<file path="config.mk">
export PLATFORM = sky130hd
export DESIGN_NAME = xtse_exec
export DESIGN_NICKNAME = d
export VERILOG_FILES = /design/src/rtl/xtse_exec.v
export VERILOG_INCLUDE_DIRS = /design/src /design/src/include
export SDC_FILE = /design/constraint.sdc
export NUM_CORES = 1
export LEC_CHECK = 0
export BUFFER_PORTS_ARGS = -buffer_cell sky130_fd_sc_hd__buf_4
export CORE_MARGIN = 3
export CORE_UTILIZATION = 60
export DETAILED_ROUTE_END_ITERATION = 10
export PLACE_DENSITY = 0.79
export SLEW_MARGIN = 5
export SYNTH_ARGS = -nofsm -noshare
export SYNTH_HDL_FRONTEND = slang
export SYNTH_SLANG_ARGS = --single-unit
</file>
<file path="constraint.sdc">
create_clock -name aclk -period 7.5 [get_ports aclk]
set_input_delay 1.5 -clock aclk [delete_from_list [all_inputs] [get_ports aclk]]
set_output_delay 1.5 -clock aclk [all_outputs]
set_load 0.02 [all_outputs]
</file>
<file path="src/include/xtse_consts.vh">
// Constants for the exclusive-OR, tristate-load and subtract execution slice.
`ifndef XTSE_CONSTS_VH
`define XTSE_CONSTS_VH

// ----------------------------------------------------------------------------
// Register byte offsets on the AXI4-Lite bus
// ----------------------------------------------------------------------------
`define XTSE_OFF_WREG        8'h00
`define XTSE_OFF_INSTR       8'h04
`define XTSE_OFF_STATUS      8'h08
`define XTSE_OFF_TRIS5       8'h0c
`define XTSE_OFF_TRIS6       8'h10
`define XTSE_OFF_TRIS7       8'h14
`define XTSE_OFF_FILE_LO     8'h40
`define XTSE_OFF_FILE_HI     8'hbc

// ----------------------------------------------------------------------------
// Status field positions
// ----------------------------------------------------------------------------
`define XTSE_ST_CARRY        0
`define XTSE_ST_DCARRY       1
`define XTSE_ST_ZERO         2
`define XTSE_ST_UNSUP        7

// ----------------------------------------------------------------------------
// Reset values
// ----------------------------------------------------------------------------
`define XTSE_RST_WREG        8'h00
`define XTSE_RST_STATUS      8'h00
`define XTSE_RST_DIR         8'hff
`define XTSE_RST_FILE        8'h00

// ----------------------------------------------------------------------------
// Instruction encodings
// ----------------------------------------------------------------------------
`define XTSE_OP_XLIT_HI      4'hf
`define XTSE_OP_XFILE_HI     6'h06
`define XTSE_OP_SUB_HI       6'h02
`define XTSE_OP_DIRLD_HI     9'h000
`define XTSE_DIR_SEL_LO      3'h5
`define XTSE_DIR_SEL_HI      3'h7

// ----------------------------------------------------------------------------
// Bus responses
// ----------------------------------------------------------------------------
`define XTSE_RESP_OKAY       2'h0
`define XTSE_RESP_SLVERR     2'h2

`endif

</file>
<file path="src/rtl/xtse_exec.v">
// Execution slice for four instructions behind an AXI4-Lite register slave.
`timescale 1ns/100ps
`include "xtse_consts.vh"
// Operation
// - Subtract computes file minus working register, two's complement, to chosen destination.
// - Subtract sets carry when result is zero or positive, clears it on borrow.
// - Tristate load takes selector 5, 6 or 7 only, copies whole working register.
// - Tristate load is a 12-bit word with upper nine bits zero, selector low.
// - Literal XOR combines working register with 8-bit immediate, result to working register.
// - File XOR combines working register with file register picked by 5-bit field.
// - File XOR result goes to working register if destination bit 0, else file.
// - Both XOR forms update zero flag and clear unsupported flag, carry and digit carry untouched.
module xtse_exec (
  input  wire        aclk,
  input  wire        aresetn,
  input  wire [7:0]  s_axi_awaddr,
  input  wire [2:0]  s_axi_awprot,
  input  wire        s_axi_awvalid,
  output wire        s_axi_awready,
  input  wire [31:0] s_axi_wdata,
  input  wire [3:0]  s_axi_wstrb,
  input  wire        s_axi_wvalid,
  output wire        s_axi_wready,
  output wire [1:0]  s_axi_bresp,
  output wire        s_axi_bvalid,
  input  wire        s_axi_bready,
  input  wire [7:0]  s_axi_araddr,
  input  wire [2:0]  s_axi_arprot,
  input  wire        s_axi_arvalid,
  output wire        s_axi_arready,
  output wire [31:0] s_axi_rdata,
  output wire [1:0]  s_axi_rresp,
  output wire        s_axi_rvalid,
  input  wire        s_axi_rready,
  output wire [7:0]  tris5_dir,
  output wire [7:0]  tris6_dir,
  output wire [7:0]  tris7_dir
);

  // --------------------------------------------------------------------------
  // Decoding helpers
  // --------------------------------------------------------------------------

  // True when the word address falls inside the file register window.
  function is_file;
    input [7:0] addr;
    begin
      is_file = (addr >= `XTSE_OFF_FILE_LO) && (addr <= `XTSE_OFF_FILE_HI);
    end
  endfunction

  // True for any address that maps to a register; used by both read and write.
  // Keeping it one function means a read and a write can never disagree about the map.
  function is_mapped;
    input [7:0] addr;
    begin
      is_mapped = is_file(addr) || (addr == `XTSE_OFF_WREG) || (addr == `XTSE_OFF_INSTR) ||
                  (addr == `XTSE_OFF_STATUS) || (addr == `XTSE_OFF_TRIS5) ||
                  (addr == `XTSE_OFF_TRIS6) || (addr == `XTSE_OFF_TRIS7);
    end
  endfunction

  // --------------------------------------------------------------------------
  // State
  // --------------------------------------------------------------------------

  // Each register is one byte in lane 0 of its word: working register, instruction
  // (write only, reads zero), status, three direction registers, then 32 file registers.
  // Status holds carry in bit 0, digit carry in bit 1 and zero in bit 2; bit 7 records
  // that the last issued word matched none of the four forms, so software can see a
  // word that was silently ignored.
  reg  [7:0]  wreg_q;
  reg  [7:0]  status_q;
  reg  [7:0]  tris5_q;
  reg  [7:0]  tris6_q;
  reg  [7:0]  tris7_q;
  reg  [7:0]  file_q [0:31];
  reg         aw_have_q;
  reg         w_have_q;
  reg  [7:0]  waddr_q;
  reg  [31:0] wdata_q;
  reg  [3:0]  wstrb_q;
  reg         bvalid_q;
  reg  [1:0]  bresp_q;
  reg         rvalid_q;
  reg  [31:0] rdata_q;
  reg  [1:0]  rresp_q;
  integer     i;

  // --------------------------------------------------------------------------
  // Write channel handshakes
  // --------------------------------------------------------------------------

  // Address and data are caught independently so the master may offer them in either order.
  assign s_axi_awready = ~aw_have_q & ~bvalid_q;
  assign s_axi_wready  = ~w_have_q & ~bvalid_q;
  assign s_axi_bvalid  = bvalid_q;
  assign s_axi_bresp   = bresp_q;

  // The response rises one edge after both halves are held and the store lands on that
  // same edge, so a read issued after the response always sees the new value.
  wire        aw_take = s_axi_awvalid & s_axi_awready;
  wire        w_take  = s_axi_wvalid & s_axi_wready;
  wire        do_wr   = aw_have_q & w_have_q & ~bvalid_q;
  wire [7:0]  wa      = {waddr_q[7:2], 2'b00};
  wire [4:0]  wfile   = wa[6:2] - 5'h10;

  // --------------------------------------------------------------------------
  // Instruction decode and execute
  // --------------------------------------------------------------------------

  // A full low halfword is needed to issue; a partial write cannot form an instruction.
  wire        issue   = do_wr & (wa == `XTSE_OFF_INSTR) & wstrb_q[0] & wstrb_q[1];
  wire [11:0] instr   = wdata_q[11:0];
  wire [4:0]  fsel    = instr[4:0];
  wire        dsel    = instr[5];
  wire [7:0]  fval    = file_q[fsel];
  wire        op_xlw  = (instr[11:8] == `XTSE_OP_XLIT_HI);
  wire        op_xwf  = (instr[11:6] == `XTSE_OP_XFILE_HI);
  wire        op_sub  = (instr[11:6] == `XTSE_OP_SUB_HI);
  // Selectors below five fall through to the unsupported flag instead of loading a
  // direction register that does not exist.
  wire        op_dir  = (instr[11:3] == `XTSE_OP_DIRLD_HI) &
                        (instr[2:0] >= `XTSE_DIR_SEL_LO) &
                        (instr[2:0] <= `XTSE_DIR_SEL_HI);

  // --------------------------------------------------------------------------
  // Operation results
  // --------------------------------------------------------------------------

  // Results of every operation are formed together; the opcode picks one.
  wire [7:0]  xlw_res = wreg_q ^ instr[7:0];
  wire [7:0]  xwf_res = wreg_q ^ fval;
  // Subtraction adds the complement of W plus one; the carry out is then the inverse
  // of a borrow, which is exactly the carry the subtract must leave behind.
  wire [8:0]  sub_sum = {1'b0, fval} + {1'b0, ~wreg_q} + 9'h001;
  wire [4:0]  sub_lo  = {1'b0, fval[3:0]} + {1'b0, ~wreg_q[3:0]} + 5'h01;
  wire [7:0]  sub_res = sub_sum[7:0];

  // Direction outputs come straight from their flops, so the pins never see a glitch.
  assign tris5_dir = tris5_q;
  assign tris6_dir = tris6_q;
  assign tris7_dir = tris7_q;

  // --------------------------------------------------------------------------
  // Register and execution process
  // --------------------------------------------------------------------------

  // Every instruction retires in the cycle its write is performed, so nothing stalls.
  always @(posedge aclk) begin
    if (!aresetn) begin
      wreg_q    <= `XTSE_RST_WREG;
      status_q  <= `XTSE_RST_STATUS;
      // All ones leaves every pin an input until software has chosen a direction.
      tris5_q   <= `XTSE_RST_DIR;
      tris6_q   <= `XTSE_RST_DIR;
      tris7_q   <= `XTSE_RST_DIR;
      aw_have_q <= 1'b0;
      w_have_q  <= 1'b0;
      waddr_q   <= 8'h00;
      wdata_q   <= 32'h0000_0000;
      wstrb_q   <= 4'h0;
      bvalid_q  <= 1'b0;
      bresp_q   <= `XTSE_RESP_OKAY;
      for (i = 0; i < 32; i = i + 1) begin
        file_q[i] <= `XTSE_RST_FILE;
      end
    end else begin
      if (aw_take) begin
        aw_have_q <= 1'b1;
        waddr_q   <= s_axi_awaddr;
      end
      if (w_take) begin
        w_have_q <= 1'b1;
        wdata_q  <= s_axi_wdata;
        wstrb_q  <= s_axi_wstrb;
      end
      if (bvalid_q && s_axi_bready) begin
        bvalid_q <= 1'b0;
      end
      if (do_wr) begin
        aw_have_q <= 1'b0;
        w_have_q  <= 1'b0;
        bvalid_q  <= 1'b1;
        bresp_q   <= is_mapped(wa) ? `XTSE_RESP_OKAY : `XTSE_RESP_SLVERR;
        // Plain register writes use byte lane 0 only; the upper lanes hold nothing.
        // A write with lane 0 off still answers OKAY and changes nothing.
        if (wstrb_q[0]) begin
          if (wa == `XTSE_OFF_WREG) begin
            wreg_q <= wdata_q[7:0];
          end
          if (wa == `XTSE_OFF_STATUS) begin
            status_q <= wdata_q[7:0];
          end
          if (wa == `XTSE_OFF_TRIS5) begin
            tris5_q <= wdata_q[7:0];
          end
          if (wa == `XTSE_OFF_TRIS6) begin
            tris6_q <= wdata_q[7:0];
          end
          if (wa == `XTSE_OFF_TRIS7) begin
            tris7_q <= wdata_q[7:0];
          end
          if (is_file(wa)) begin
            file_q[wfile] <= wdata_q[7:0];
          end
        end
      end
      // A bus store and an issued word never share a cycle, since only one write is
      // under way, so the flag updates below cannot collide with a store to status.
      if (issue) begin
        status_q[`XTSE_ST_UNSUP] <= ~(op_xlw | op_xwf | op_sub | op_dir);
        if (op_xlw) begin
          wreg_q                  <= xlw_res;
          status_q[`XTSE_ST_ZERO] <= (xlw_res == 8'h00);
        end else if (op_xwf) begin
          if (dsel) begin
            file_q[fsel] <= xwf_res;
          end else begin
            wreg_q <= xwf_res;
          end
          status_q[`XTSE_ST_ZERO] <= (xwf_res == 8'h00);
        end else if (op_sub) begin
          if (dsel) begin
            file_q[fsel] <= sub_res;
          end else begin
            wreg_q <= sub_res;
          end
          status_q[`XTSE_ST_CARRY]  <= sub_sum[8];
          status_q[`XTSE_ST_DCARRY] <= sub_lo[4];
          status_q[`XTSE_ST_ZERO]   <= (sub_res == 8'h00);
        end else if (op_dir) begin
          case (instr[2:0])
            3'h5: begin
              tris5_q <= wreg_q;
            end
            3'h6: begin
              tris6_q <= wreg_q;
            end
            3'h7: begin
              tris7_q <= wreg_q;
            end
            default: begin
              tris5_q <= tris5_q;
            end
          endcase
        end
      end
    end
  end

  // --------------------------------------------------------------------------
  // Read channel
  // --------------------------------------------------------------------------
  assign s_axi_arready = ~rvalid_q;
  assign s_axi_rvalid  = rvalid_q;
  assign s_axi_rdata   = rdata_q;
  assign s_axi_rresp   = rresp_q;

  // The address is decoded straight off the bus so the data can be latched on the taking edge.
  wire [7:0] ra    = {s_axi_araddr[7:2], 2'b00};
  wire [4:0] rfile = ra[6:2] - 5'h10;
  reg  [7:0] rd_byte;

  // Read mux; the instruction register reads back as zero since it only issues.
  always @* begin
    rd_byte = 8'h00;
    if (is_file(ra)) begin
      rd_byte = file_q[rfile];
    end else begin
      case (ra)
        `XTSE_OFF_WREG:   rd_byte = wreg_q;
        `XTSE_OFF_STATUS: rd_byte = status_q;
        `XTSE_OFF_TRIS5:  rd_byte = tris5_q;
        `XTSE_OFF_TRIS6:  rd_byte = tris6_q;
        `XTSE_OFF_TRIS7:  rd_byte = tris7_q;
        default:          rd_byte = 8'h00;
      endcase
    end
  end

  // Registers are a byte wide, so lanes 1 to 3 of the read data are always zero.
  // Read data is registered on the same edge that takes the address.
  always @(posedge aclk) begin
    if (!aresetn) begin
      rvalid_q <= 1'b0;
      rdata_q  <= 32'h0000_0000;
      rresp_q  <= `XTSE_RESP_OKAY;
    end else begin
      if (s_axi_arvalid && s_axi_arready) begin
        rvalid_q <= 1'b1;
        rdata_q  <= {24'h00_0000, rd_byte};
        rresp_q  <= is_mapped(ra) ? `XTSE_RESP_OKAY : `XTSE_RESP_SLVERR;
      end else if (rvalid_q && s_axi_rready) begin
        rvalid_q <= 1'b0;
      end
    end
  end

endmodule // xtse_exec

</file>
Word-level counts from Yosys, hierarchy flattened --
Memories as Yosys holds them, arrays and structs flattened. A register that Yosys moved wholly into a read port is not among the register bits. Cells that the tools add are included.
Operators by class: $add $sub $neg 6, multiply operators 0, divide/modulo/power cells 0, order comparisons 6, equal/unequal tests 17, shift-type cells 0, muxes and demuxes 81, bitwise gates (word level) 25, reduce and logical (&&, ||, !) cells 34
Operators by type and width (count):
- 2-to-1 mux 8 bit | 42
- logical NOT 8 bit | 5
- one-hot mux 8 bit (5 select lines) | 1
- == test 6 x 2 -> 1 bit (second input constant) | 5
- == test 6 x 3 -> 1 bit (second input constant) | 5
- 2-to-1 mux 1 bit | 27
- 2-to-1 mux 5 bit | 4
- greater-or-equal comparator 8 x 7 -> 1 bit (second input constant) | 2
- <= comparator 8 bit (second input constant) | 2
- one-hot mux 8 bit (2 select lines) | 1
- OR reduction 8 bit | 2
- bitwise XOR 8 bit | 2
- == test 6 x 1 -> 1 bit (second input constant) | 2
- logical OR 1 bit | 12
- bitwise AND 1 bit | 11
- nonzero test 2 bit | 5
- subtractor 5 bit (second input constant) | 2
- adder 8 x 8 -> 9 bit | 1
- adder 9 x 1 -> 9 bit (second input constant) | 1
- == test 3 bit (second input constant) | 3
- logical NOT 9 bit | 1
- 2-to-1 mux 2 bit | 4
- NOT 8 bit | 1
- != test 7 x 6 -> 1 bit (second input constant) | 1
- 12 further kinds | 27
Storage, ports and cells: register bits 78, latch bits 0, memory bits (writable) 256, bits in read-only memories 0, input port bits 65, output and inout bits 65, word-level logic and storage cells 187, memories kept 1
Memory list:
- file_q | words 32, width 8, read ports 2, clocked after Yosys merged registers in 1, wr ports 32, line xtse_exec.v:77 | reg [7:0] file_q [0:31];

Logic depth before layout (Yosys ltp) --
Gate-level depths: netlist of run 1.
depth in word-level cells 11, mapped depth 14, gate-level depth less buffers 11

Worst setup path after synthesis of run 1 --
OpenSTA, ideal clock, no wires.
kind register to register, start point register with a tool-made name, end point memory file_q[10][6] (data pin), setup time 0.270 ns, data arrival time 4.555 ns, data required time 7.230 ns, setup slack 2.675 ns, stages on the path, launching flop included 15, path buffers 3, period minus slack after synthesis 4.825 ns, cell sequence dfxtp_1 > clkbuf_1 > buf_1 > mux4_2 > mux4_2 > mux2i_1 > ha_1 > inv_1 > fa_1 > a211o_1 > a2111oi_0 > a211oi_1 > a211oi_1 > clkbuf_1 > nor3_1
RTL lines (line):
- to (decl) | xtse_exec.v:77

==> results of run 1 <==
## logic make-up after synthesis
family / count (synthesis) / synth area share [%]
and+or+nand+nor: 526 / 13.60
DFF: 335 / 47.74
AOI/OAI and AO/OA: 312 / 11.14
muxes: 245 / 21.14
buffers and inverters: 207 / 4.865
xor gates and xnor gates: 15 / 0.6767
adders and majority gates: 12 / 0.8120
other: 1 / 0.01931
## report_power, final
group	total (mW)	internal, mW	switching, mW
logic	0.645	0.241	0.404
clock network	1.98	1.19	0.786
registers	2.12	2.05	0.0711
## layer usage
metal  part of all wire (%)  track usage [%]  wire [µm]  vias up
li1                       -                -          -     6340
met1                     36            46.53      21260     7341
met4                    4.5            13.91       2688        0
met2                     46            54.70      27570     1163
met5                      0                0          0        -
met3                     13            8.638       7958      215
## state kept, by name, indices dropped and copies added (netlist names), 2 cells and up, named ones only
name and flops:
tris5_dir 8, tris6_dir 8, file_q 256, wdata_q 12, waddr_q 6, wreg_q 8, tris7_dir 8, wstrb_q 2
s_axi_rdata 8, status_q 8
## cell type report
cell class / count / share of cell area (%)
clock inverter: 21 / 1.364
inverter: 27 / 0.4741
multi-input combinational: 1136 / 43.93
timing repair buffer: 103 / 3.676
clock buffer: 47 / 4.817
tap: 402 / 2.353
sequential: 335 / 43.39
## cell usage in the layout, fill, tap and decap left out, types with 10 or more instances in the layout
master | netlist | layout
edfxtp_1 | 256 | 256
nor2_1 | 160 | 158
mux4_2 | 128 | 128
buf_4 | 27 | 102
nand2_1 | 100 | 100
nor3_1 | 88 | 87
dfxtp_1 | 79 | 77
a21oi_1 | 77 | 76
mux2i_1 | 76 | 73
mux2_2 | 41 | 41
clkbuf_16 | 0 | 38
a211oi_1 | 38 | 37
o21ai_0 | 36 | 36
nand3_1 | 33 | 33
nor2b_1 | 30 | 30
o211ai_1 | 26 | 26
conb_1 | 1 | 26
nand4_1 | 25 | 25
inv_1 | 24 | 24
nor4_1 | 17 | 17
a21boi_0 | 17 | 17
o31ai_1 | 14 | 14
and2_1 | 13 | 13
nand3b_1 | 11 | 11
a32oi_1 | 11 | 11
ha_1 | 11 | 11
o21ai_1 | 12 | 10
clkinv_1 | 3 | 10
a22oi_1 | 10 | 10
## worst max-delay path, stage by stage (launching register included)
cell	delay (ps)
dfxtp_4	850
buf_12	350
mux4_2	560
mux4_2	490
mux2i_1	370
ha_1	240
inv_1	60
fa_1	460
a211o_1	340
a211o_1	300
a211oi_1	730
a211oi_4	120
buf_4	320
nor3_1	210
## worst paths after layout
kind / startpoint / end / slack, ps / cells past startpoint
max reg2reg: flop / file_q[9][6] / 1900 / 13
min reg2reg: status_q[5] / status_q[5] / 510 / 2
min: status_q[5] / status_q[5] / 510 / 2
max: flop / file_q[9][6] / 1900 / 13
## per-stage QoR
step | instances | worst slack [ps] | util, %
finish | 2071 | 1895 | 67.39
floorplan | 1678 | 2675 | -
global route | 2071 | 1683 | 67.39
detailed placement | 2003 | 1986 | 63.23
global placement | 2003 | 2123 | 63.23
CTS | 2071 | 1981 | 67.39
==> impl_metrics.csv, run 1 <==
group,metric,value,unit
cells_and_area,stdcell_area,0.02138,mm²
worst_setup_path,path_max_fanout,36,
drt,wire_per_inst,28.72,µm
sta,slew-limit-headroom,12.59,%
hold_path,min_path_type,"flop to flop",
drt,routed_wl,59470,µm
floorplan,initial_core_util,61.21,%
cts,cts_resized,0,
pwr,leakagePower,7.280,nW
pwr,power_density,221.9,mW/mm²
grt,grt_pass1_vias,14740,
grt,overflow,0,
drt,drtPass1Iterations,6,
yosys,synth_most_common_cell,"edfxtp_1",
floorplan,dieWidth,185.9,µm
floorplan,ios,130,
sta,report.final.slew_viol_count,0,
yosys,synth_top_area_cell,"edfxtp_1",
yosys,synth_ff_type,"edfxtp_1",
yosys,async_reset_ff_share,0,%
sta,rsz0062_at_grt,"no",
yosys,syn_avg_cell_area,11.75,µm²
floorplan,rows,65,
cts,htree_levels,2,
yosys,synth_common_cells,"256 x edfxtp_1, 160 x nor2_1, 128 x mux4_2",
cells_and_area,antennaDiodeCount,0,
floorplan,die_area,0.03456,mm²
place,io_buffers,71,
run,maxCapViolations,0,
cts,cts_tree,"done",
status,status,"completed",
cells_and_area,area_delta_synth_final,10.09,%
yosys,yosysTopAreaCellShare,39.59,%
cells_and_area,multiInputGateArea,0.009390,mm²
place,gp_congestion,0.9695,
drt,drtIter0Drc,2095,
cells_and_area,regArea,0.009274,mm²
cts,cts_root_buf,"clkbuf_16",
cts,clk_path_buf_depth,3,
worst_setup_path,critPathKind,"flop to flop",
sta,hold_viol,0,
yosys,ys_seq_elements,335,
worst_setup_path,crit_required,7870,ps
yosys,synthTopCellsByArea,"edfxtp_1 40%, mux4_2 15%, dfxtp_1 8.1%, mux2i_1 3.9%, nor2_1 3.1%",
worst_setup_path,crit_path_start_kind,"flop",
worst_setup_path,arrival,5970,ps
cts,clock_latency,560,ps
drt,antenna_left,0,
cts,hold_buffers,0,
yosys,syn_area,0.01942,mm²
grt,grt_max_degree,64,
sta,final.setup.tns,0,ps
grt,grtUsageTotal,34.63,%
sta,min_period,5605,ps
drt,post_drt_via_cell_ratio,7.271,
cts,postCtsSetupRepairBufs,0,
cells_and_area,n_fill_cell,2295,
drt,vias,15060,
place,dp_hpwl,39820,µm
sta,fin_skew,34.15,ps
yosys,netlist_instances,1653,
cts,cts_sinks,335,
yosys,ys_seq_area_share,47.74,%
grt,antenna_found_initial,0,
yosys,ys_warn_count,0,
floorplan,fp.dieH,185.9,µm
cts,numCtsBuffers,37,
sta,max_slew.worst_pin.slew,1284,ps
yosys,synth-edff-count,256,
floorplan,core_area,0.03172,mm²
pwr,max-vdd-ir-drop,141.8,µV
grt,grt_pass1_wl,89280,µm
place,placed_area,0.02005,mm²
worst_setup_path,end_kind,"flop",
yosys,synth_cell_types,84,
sta,fmax,178.4,MHz
pwr,power,4.744,mW
sta,finalSetupViolations,0,
sta,period_share,74.73,%
sta,holdWs,513.3,ps
cells_and_area,drive_gt1_share,22.23,%
cells_and_area,nets,1717,
cts,clk_pin_slew_worst_paths,60,ps
drt,drcViolationCount,0,
Power figures use the tool's default switching activity.
==> run 2: changes to the inputs <==
Settings changed: CORE_UTILIZATION 60 to 56, PLACE_DENSITY 0.79 to 0.78.
Clock period 7.5 ns to 4.85 ns, I/O delays scaled along.
==> run 2 against run 1 <==
Compared with the run above: worst setup slack lost 1700 ps; fmax up 20%; final area up 1.2%; via count up 1.7%; routed wire length increased by 2.9%; core utilization down 3.5 points; clock skew down 18 ps; sequential power increased by 54%; worst hold slack got worse by 16 ps; critical endpoint is now file_q[17][6].
==> impl_metrics.csv, run 2 (synthesized netlist as in run 1, its figures left out) <==
group,metric,value,unit
status,status,"completed",
floorplan,core_area,0.03387,mm²
pwr,power_density,330.7,mW/mm²
place,io_buffers,71,
sta,finalSetupViolations,0,
run,maxCapViolations,0,
sta,rsz0062_at_grt,"no",
grt,overflow,0,
hold_path,min_delay_path_depth,2,
sta,layout_setup_ws,193.7,ps
pwr,power_frac_seq,45.6,%
sta,fin_skew,16.48,ps
cells_and_area,largest_register_ffs,256,
floorplan,fp.dieH,192.2,µm
cts,clk_path_buf_depth,3,
cells_and_area,antennaDiodeCount,0,
pwr,switching_share,26.68,%
worst_setup_path,r2r_cells,13,
grt,grt_pass1_wl,92250,µm
sta,report.final.slew_viol_count,0,
cells_and_area,area_delta_synth_final,11.45,%
floorplan,initial_core_util,57.33,%
cts,hold_buffers,0,
worst_setup_path,arrival,4890,ps
floorplan,dieWidth,192.2,µm
cells_and_area,nets,1751,
place,gp_congestion,1.030,
pwr,internal-power,5.247,mW
sta,period_share,96.01,%
worst_setup_path,end_kind,"flop",
sta,min_period,4656,ps
cells_and_area,regMostFlops,"file_q",
cells_and_area,final_common_cell,"edfxtp_1",
drt,vias,15320,
grt,grt_max_degree,77,
floorplan,ios,130,
drt,routed_wl,61200,µm
drt,drtPass1Iterations,7,
floorplan,rows,67,
sta,max_slew.worst_pin.slew,1221,ps
pwr,power_frac_comb,14.6,%
place,post-place-ws,211.5,ps
cells_and_area,fin_util,63.89,%
grt,grt_pass1_vias,15150,
cts,clk_pin_slew_worst_paths,60,ps
cts,cts_sinks,335,
cells_and_area,drive_gt1_share,23.50,%
cts,cts_root_buf,"clkbuf_16",
pwr,leakagePower,7.422,nW
drt,drtIter0Drc,1873,
drt,post_drt_via_cell_ratio,7.126,
floorplan,die_area,0.03694,mm²
drt,antenna_left,0,
sta,hold_viol,0,
drt,drcViolationCount,0,
cts,htree_levels,2,
grt,antenna_found_initial,2,
pwr,max-vdd-ir-drop,318.9,µV
place,dp_hpwl,42250,µm
drt,wire_per_inst,28.46,µm
cts,numCtsBuffers,36,
sta,slew-limit-headroom,18.63,%
cts,cts_tree,"done",
grt,grtUsageTotal,33.36,%
worst_setup_path,crit_path_start_kind,"flop",
hold_path,min_path_type,"flop to flop",
pwr,clkPwrFrac,39.8,%
worst_setup_path,r2r_slack,190,ps
worst_setup_path,crit_required,5080,ps
sta,fmax,214.8,MHz
worst_setup_path,path_max_fanout,32,
cts,clock_latency,530,ps
pwr,switching_power,1.910,mW
worst_setup_path,critPathKind,"flop to flop",
hold_path,worstHoldStart,"wstrb_q[1]",
cells_and_area,final_cell_mix,"256 x edfxtp_1, 159 x nor2_1, 131 x buf_4",
sta,final.setup.tns,0,ps
cells_and_area,reg.largest.list,"file_q x256, wdata_q x12",
==> run 2: final timing paths <==
kind,end
setup / recovery,file_q[17][6]
hold reg to reg,wstrb_q[1]
hold / removal,wstrb_q[1]
setup reg to reg,file_q[17][6]
==> run 2: repair_timing <==
item / CTS / global route
setup endpoints to repair: 0 / 6
buffers inserted: 0 / 0
resized for setup: 0 / 1
==> run 2: area by class of cell <==
type	instances	area [µm²]
clock buffer	42	944.7
clock inverter	24	261.5
fill	2537	12230
inverter	27	101.3
multi-input combinational	1136	9373
sequential	335	9274
tap	448	560.5
timing repair buffer	138	1124
==> run 2: worst max-delay path, stage by stage (launching register included) <==
cell,delay [ps]
dfxtp_4,480
buf_12,240
buf_4,230
mux4_2,510
mux4_2,480
mux2_2,320
fa_1,430
a211o_1,330
a2111oi_0,460
a211oi_1,100
buf_4,180
a211oi_4,250
buf_12,260
nor3_1,70
==> run 2: metrics by stage <==
stage          total power, mW  hold slack (ps)  instances  area [µm²]
6_report                 7.156            497.5       2150       21640
5_1_grt                  7.330            515.7       2150       21640
4_1_cts                  7.124            497.1       2150       21640
3_5_place_dp             4.334            471.6       2084       20430
3_3_place_gp             4.310            478.5       2084       20430
2_1_floorplan            3.979            456.9       1678       19510
==> run 2: per-layer routing <==
layer  part of all wire (%)  track usage (%)
met5                  0.044                0
met4                    5.6            15.47
met3                     12            7.574
met2                     46            52.35
met1                     36            44.46
==> run 2: power by group through the flow <==
stage | combinational (mW) | clock (mW) | sequential [mW]
final | 1.04 | 2.85 | 3.27
after global routing | 1.10 | 2.96 | 3.27
after CTS | 1.02 | 2.85 | 3.26
after detailed placement | 1.01 | 0 | 3.32
after global placement | 0.997 | 0 | 3.31
after floorplan | 0.705 | 0 | 3.27
==> run 3: changes to the inputs <==
Settings changed: BUFFER_PORTS_ARGS -buffer_cell sky130_fd_sc_hd__buf_4 to default, CORE_UTILIZATION 56 to 45, DONT_BUFFER_PORTS from default to 1, GPL_TIMING_DRIVEN from default to 0, PLACE_DENSITY 0.78 to default.
==> run 3 against run 2 <==
Compared with the run above: flip-flop and latch count did not move; sequential power barely moved; worst hold slack improved by 32 ps; critical path depth did not move; clock skew rose by 19 ps; core utilization fell by 12 points; combinational power rose by 9.6%; worst setup slack got worse by 170 ps; via count rose by 2.6%; die area rose by 24%; first-iteration DRC count rose by 10%; register-to-register slack got worse by 170 ps.
==> impl_metrics.csv, run 3 (synthesized netlist as in run 1, its figures left out) <==
group,metric,value,unit
status,status,"completed",
cts,cts_root_buf,"clkbuf_16",
cts,numCtsBuffers,41,
pwr,power_density,345.7,mW/mm²
place,gp_congestion,1.028,
cells_and_area,area_delta_synth_final,12.60,%
cells_and_area,n_fill_cell,3759,
cts,cts_sinks,335,
drt,drtPass1Iterations,6,
sta,period_share,99.56,%
grt,grt_pass1_wl,105100,µm
floorplan,fp.dieH,213.7,µm
cells_and_area,regArea,0.009275,mm²
sta,report.final.slew_viol_count,0,
drt,post_drt_via_cell_ratio,6.742,
worst_setup_path,end_kind,"flop",
worst_setup_path,crit_path_start_kind,"flop",
sta,slew-limit-headroom,12.93,%
floorplan,dieWidth,213.7,µm
cells_and_area,antennaDiodeCount,0,
worst_setup_path,path_max_fanout,10,
cts,clk_path_buf_depth,3,
pwr,leakagePower,7.367,nW
cells_and_area,regMostFlops,"file_q",
cells_and_area,nets,1802,
grt,grtUsageTotal,32.38,%
cts,cts_tree,"done",
cts,htree_levels,2,
drt,drtIter0Drc,2067,
cts,clk_pin_slew_worst_paths,60,ps
place,io_buffers,0,
place,post-place-ws,-2145,ps
grt,overflow,0,
sta,min_period,4828,ps
sta,fin_skew,35.81,ps
cells_and_area,final_common_cell,"edfxtp_1",
grt,antenna_found_initial,5,
hold_path,min_path_type,"flop to flop",
floorplan,rows,75,
cells_and_area,drive_gt1_share,20.63,%
run,maxCapViolations,0,
sta,hold_viol,0,
floorplan,core_area,0.04232,mm²
drt,wire_per_inst,31.71,µm
cells_and_area,multiInputGateArea,0.009390,mm²
cells_and_area,reg.largest.list,"file_q x256, wdata_q x12",
worst_setup_path,crit_required,5260,ps
grt,grt_pass1_vias,15140,
place,dp_hpwl,54960,µm
sta,fmax,207.1,MHz
cells_and_area,largest_register_ffs,256,
cts,clock_latency,580,ps
floorplan,ios,130,
hold_path,worstHoldStart,"wstrb_q[1]",
sta,finalSetupViolations,0,
drt,routed_wl,73940,µm
grt,grt_max_degree,14,
drt,vias,15720,
cells_and_area,final_cell_mix,"256 x edfxtp_1, 160 x nor2_1, 128 x mux4_2",
floorplan,initial_core_util,45.88,%
cts,hold_buffers,0,
worst_setup_path,r2r_slack,20,ps
drt,antenna_left,0,
floorplan,die_area,0.04568,mm²
sta,max_slew.worst_pin.slew,1303,ps
drt,drcViolationCount,0,
sta,layout_setup_ws,21.52,ps
sta,rsz0062_at_grt,"no",
worst_setup_path,critPathKind,"flop to flop",
pwr,max-vdd-ir-drop,259.3,µV
sta,final.setup.tns,0,ps
worst_setup_path,arrival,5240,ps
## run 3: changes by cell type in the layout (fill, tap and decap cells not counted), moves of 4 or more
cell / previous run / this run
clkbuf_2: 0 / 12
clkbuf_16: 37 / 43
buf_12: 7 / 2
clkbuf_4: 0 / 4
clkbuf_1: 5 / 87
buf_2: 0 / 26
o21ai_1: 10 / 19
o21ai_0: 36 / 28
buf_1: 0 / 14
buf_6: 0 / 8
buf_4: 131 / 36
## run 3: cell type report
| type | count | share of cell area [%] |
|---|---|---|
| Clock inverter | 20 | 1.059 |
| Clock buffer | 53 | 5.139 |
| Inverter | 27 | 0.4635 |
| Timing Repair Buffer | 8 | 0.3891 |
| Tap cell | 577 | 3.302 |
| Buffer | 176 | 4.275 |
| Multi-Input combinational cell | 1136 | 42.95 |
| Sequential cell | 335 | 42.42 |
## run 3: worst max-delay path: stages (launching register included)
cell      delay (ps)
dfxtp_2          550
clkbuf_2         480
mux4_2           390
mux4_2           500
mux2_2           330
ha_1             270
clkbuf_1         250
a211o_1          450
a211o_1          340
a211oi_4         430
a211oi_4         130
buf_12           190
clkbuf_4         190
nor3_1           170
## run 3: through the flow
stage          hold slack (ps)  power (mW)  cell area [µm²]  util (%)  instances
6_report                 529.6       7.559            21860     51.66       2332
5_1_grt                  547.0       7.726            21860     51.66       2332
4_1_cts                  529.6       7.510            21810     51.52       2330
3_5_place_dp             515.4       4.363            20250     47.86       2256
3_3_place_gp             491.9       4.347            20230     47.80       2255
2_1_floorplan            456.9       3.979            19510         -       1678
## run 3: worst paths after layout
check	endpoint	cells past startpoint
min	wstrb_q[1]	2
max reg2reg	file_q[2][6]	13
max	file_q[2][6]	13
min reg2reg	wstrb_q[1]	2
## run 3: metal layers
layer	track usage (%)	wire length (µm)	vias up	share of wire [%]
met5	0	35	-	0.047
met4	16.39	4345	6	5.9
met3	9.086	9553	246	13
met2	47.48	31560	1128	43
met1	44.40	28450	7805	38
li1	-	-	6538	-
## run 3: repair_timing
item                       4_1_cts  5_1_grt
setup buffers                    3        3
setup endpoints to repair      254      145
gates resized for setup         80       14
pin swaps                        1        0
gates cloned                     1        0
## run 3: report_power, final
group | internal (mW) | switching, mW | leakage [nW]
combinational | 0.394 | 0.747 | 3.41
clock | 1.90 | 1.26 | 0.665
sequential | 3.18 | 0.0796 | 3.29
total | 5.47 | 2.09 | 7.37
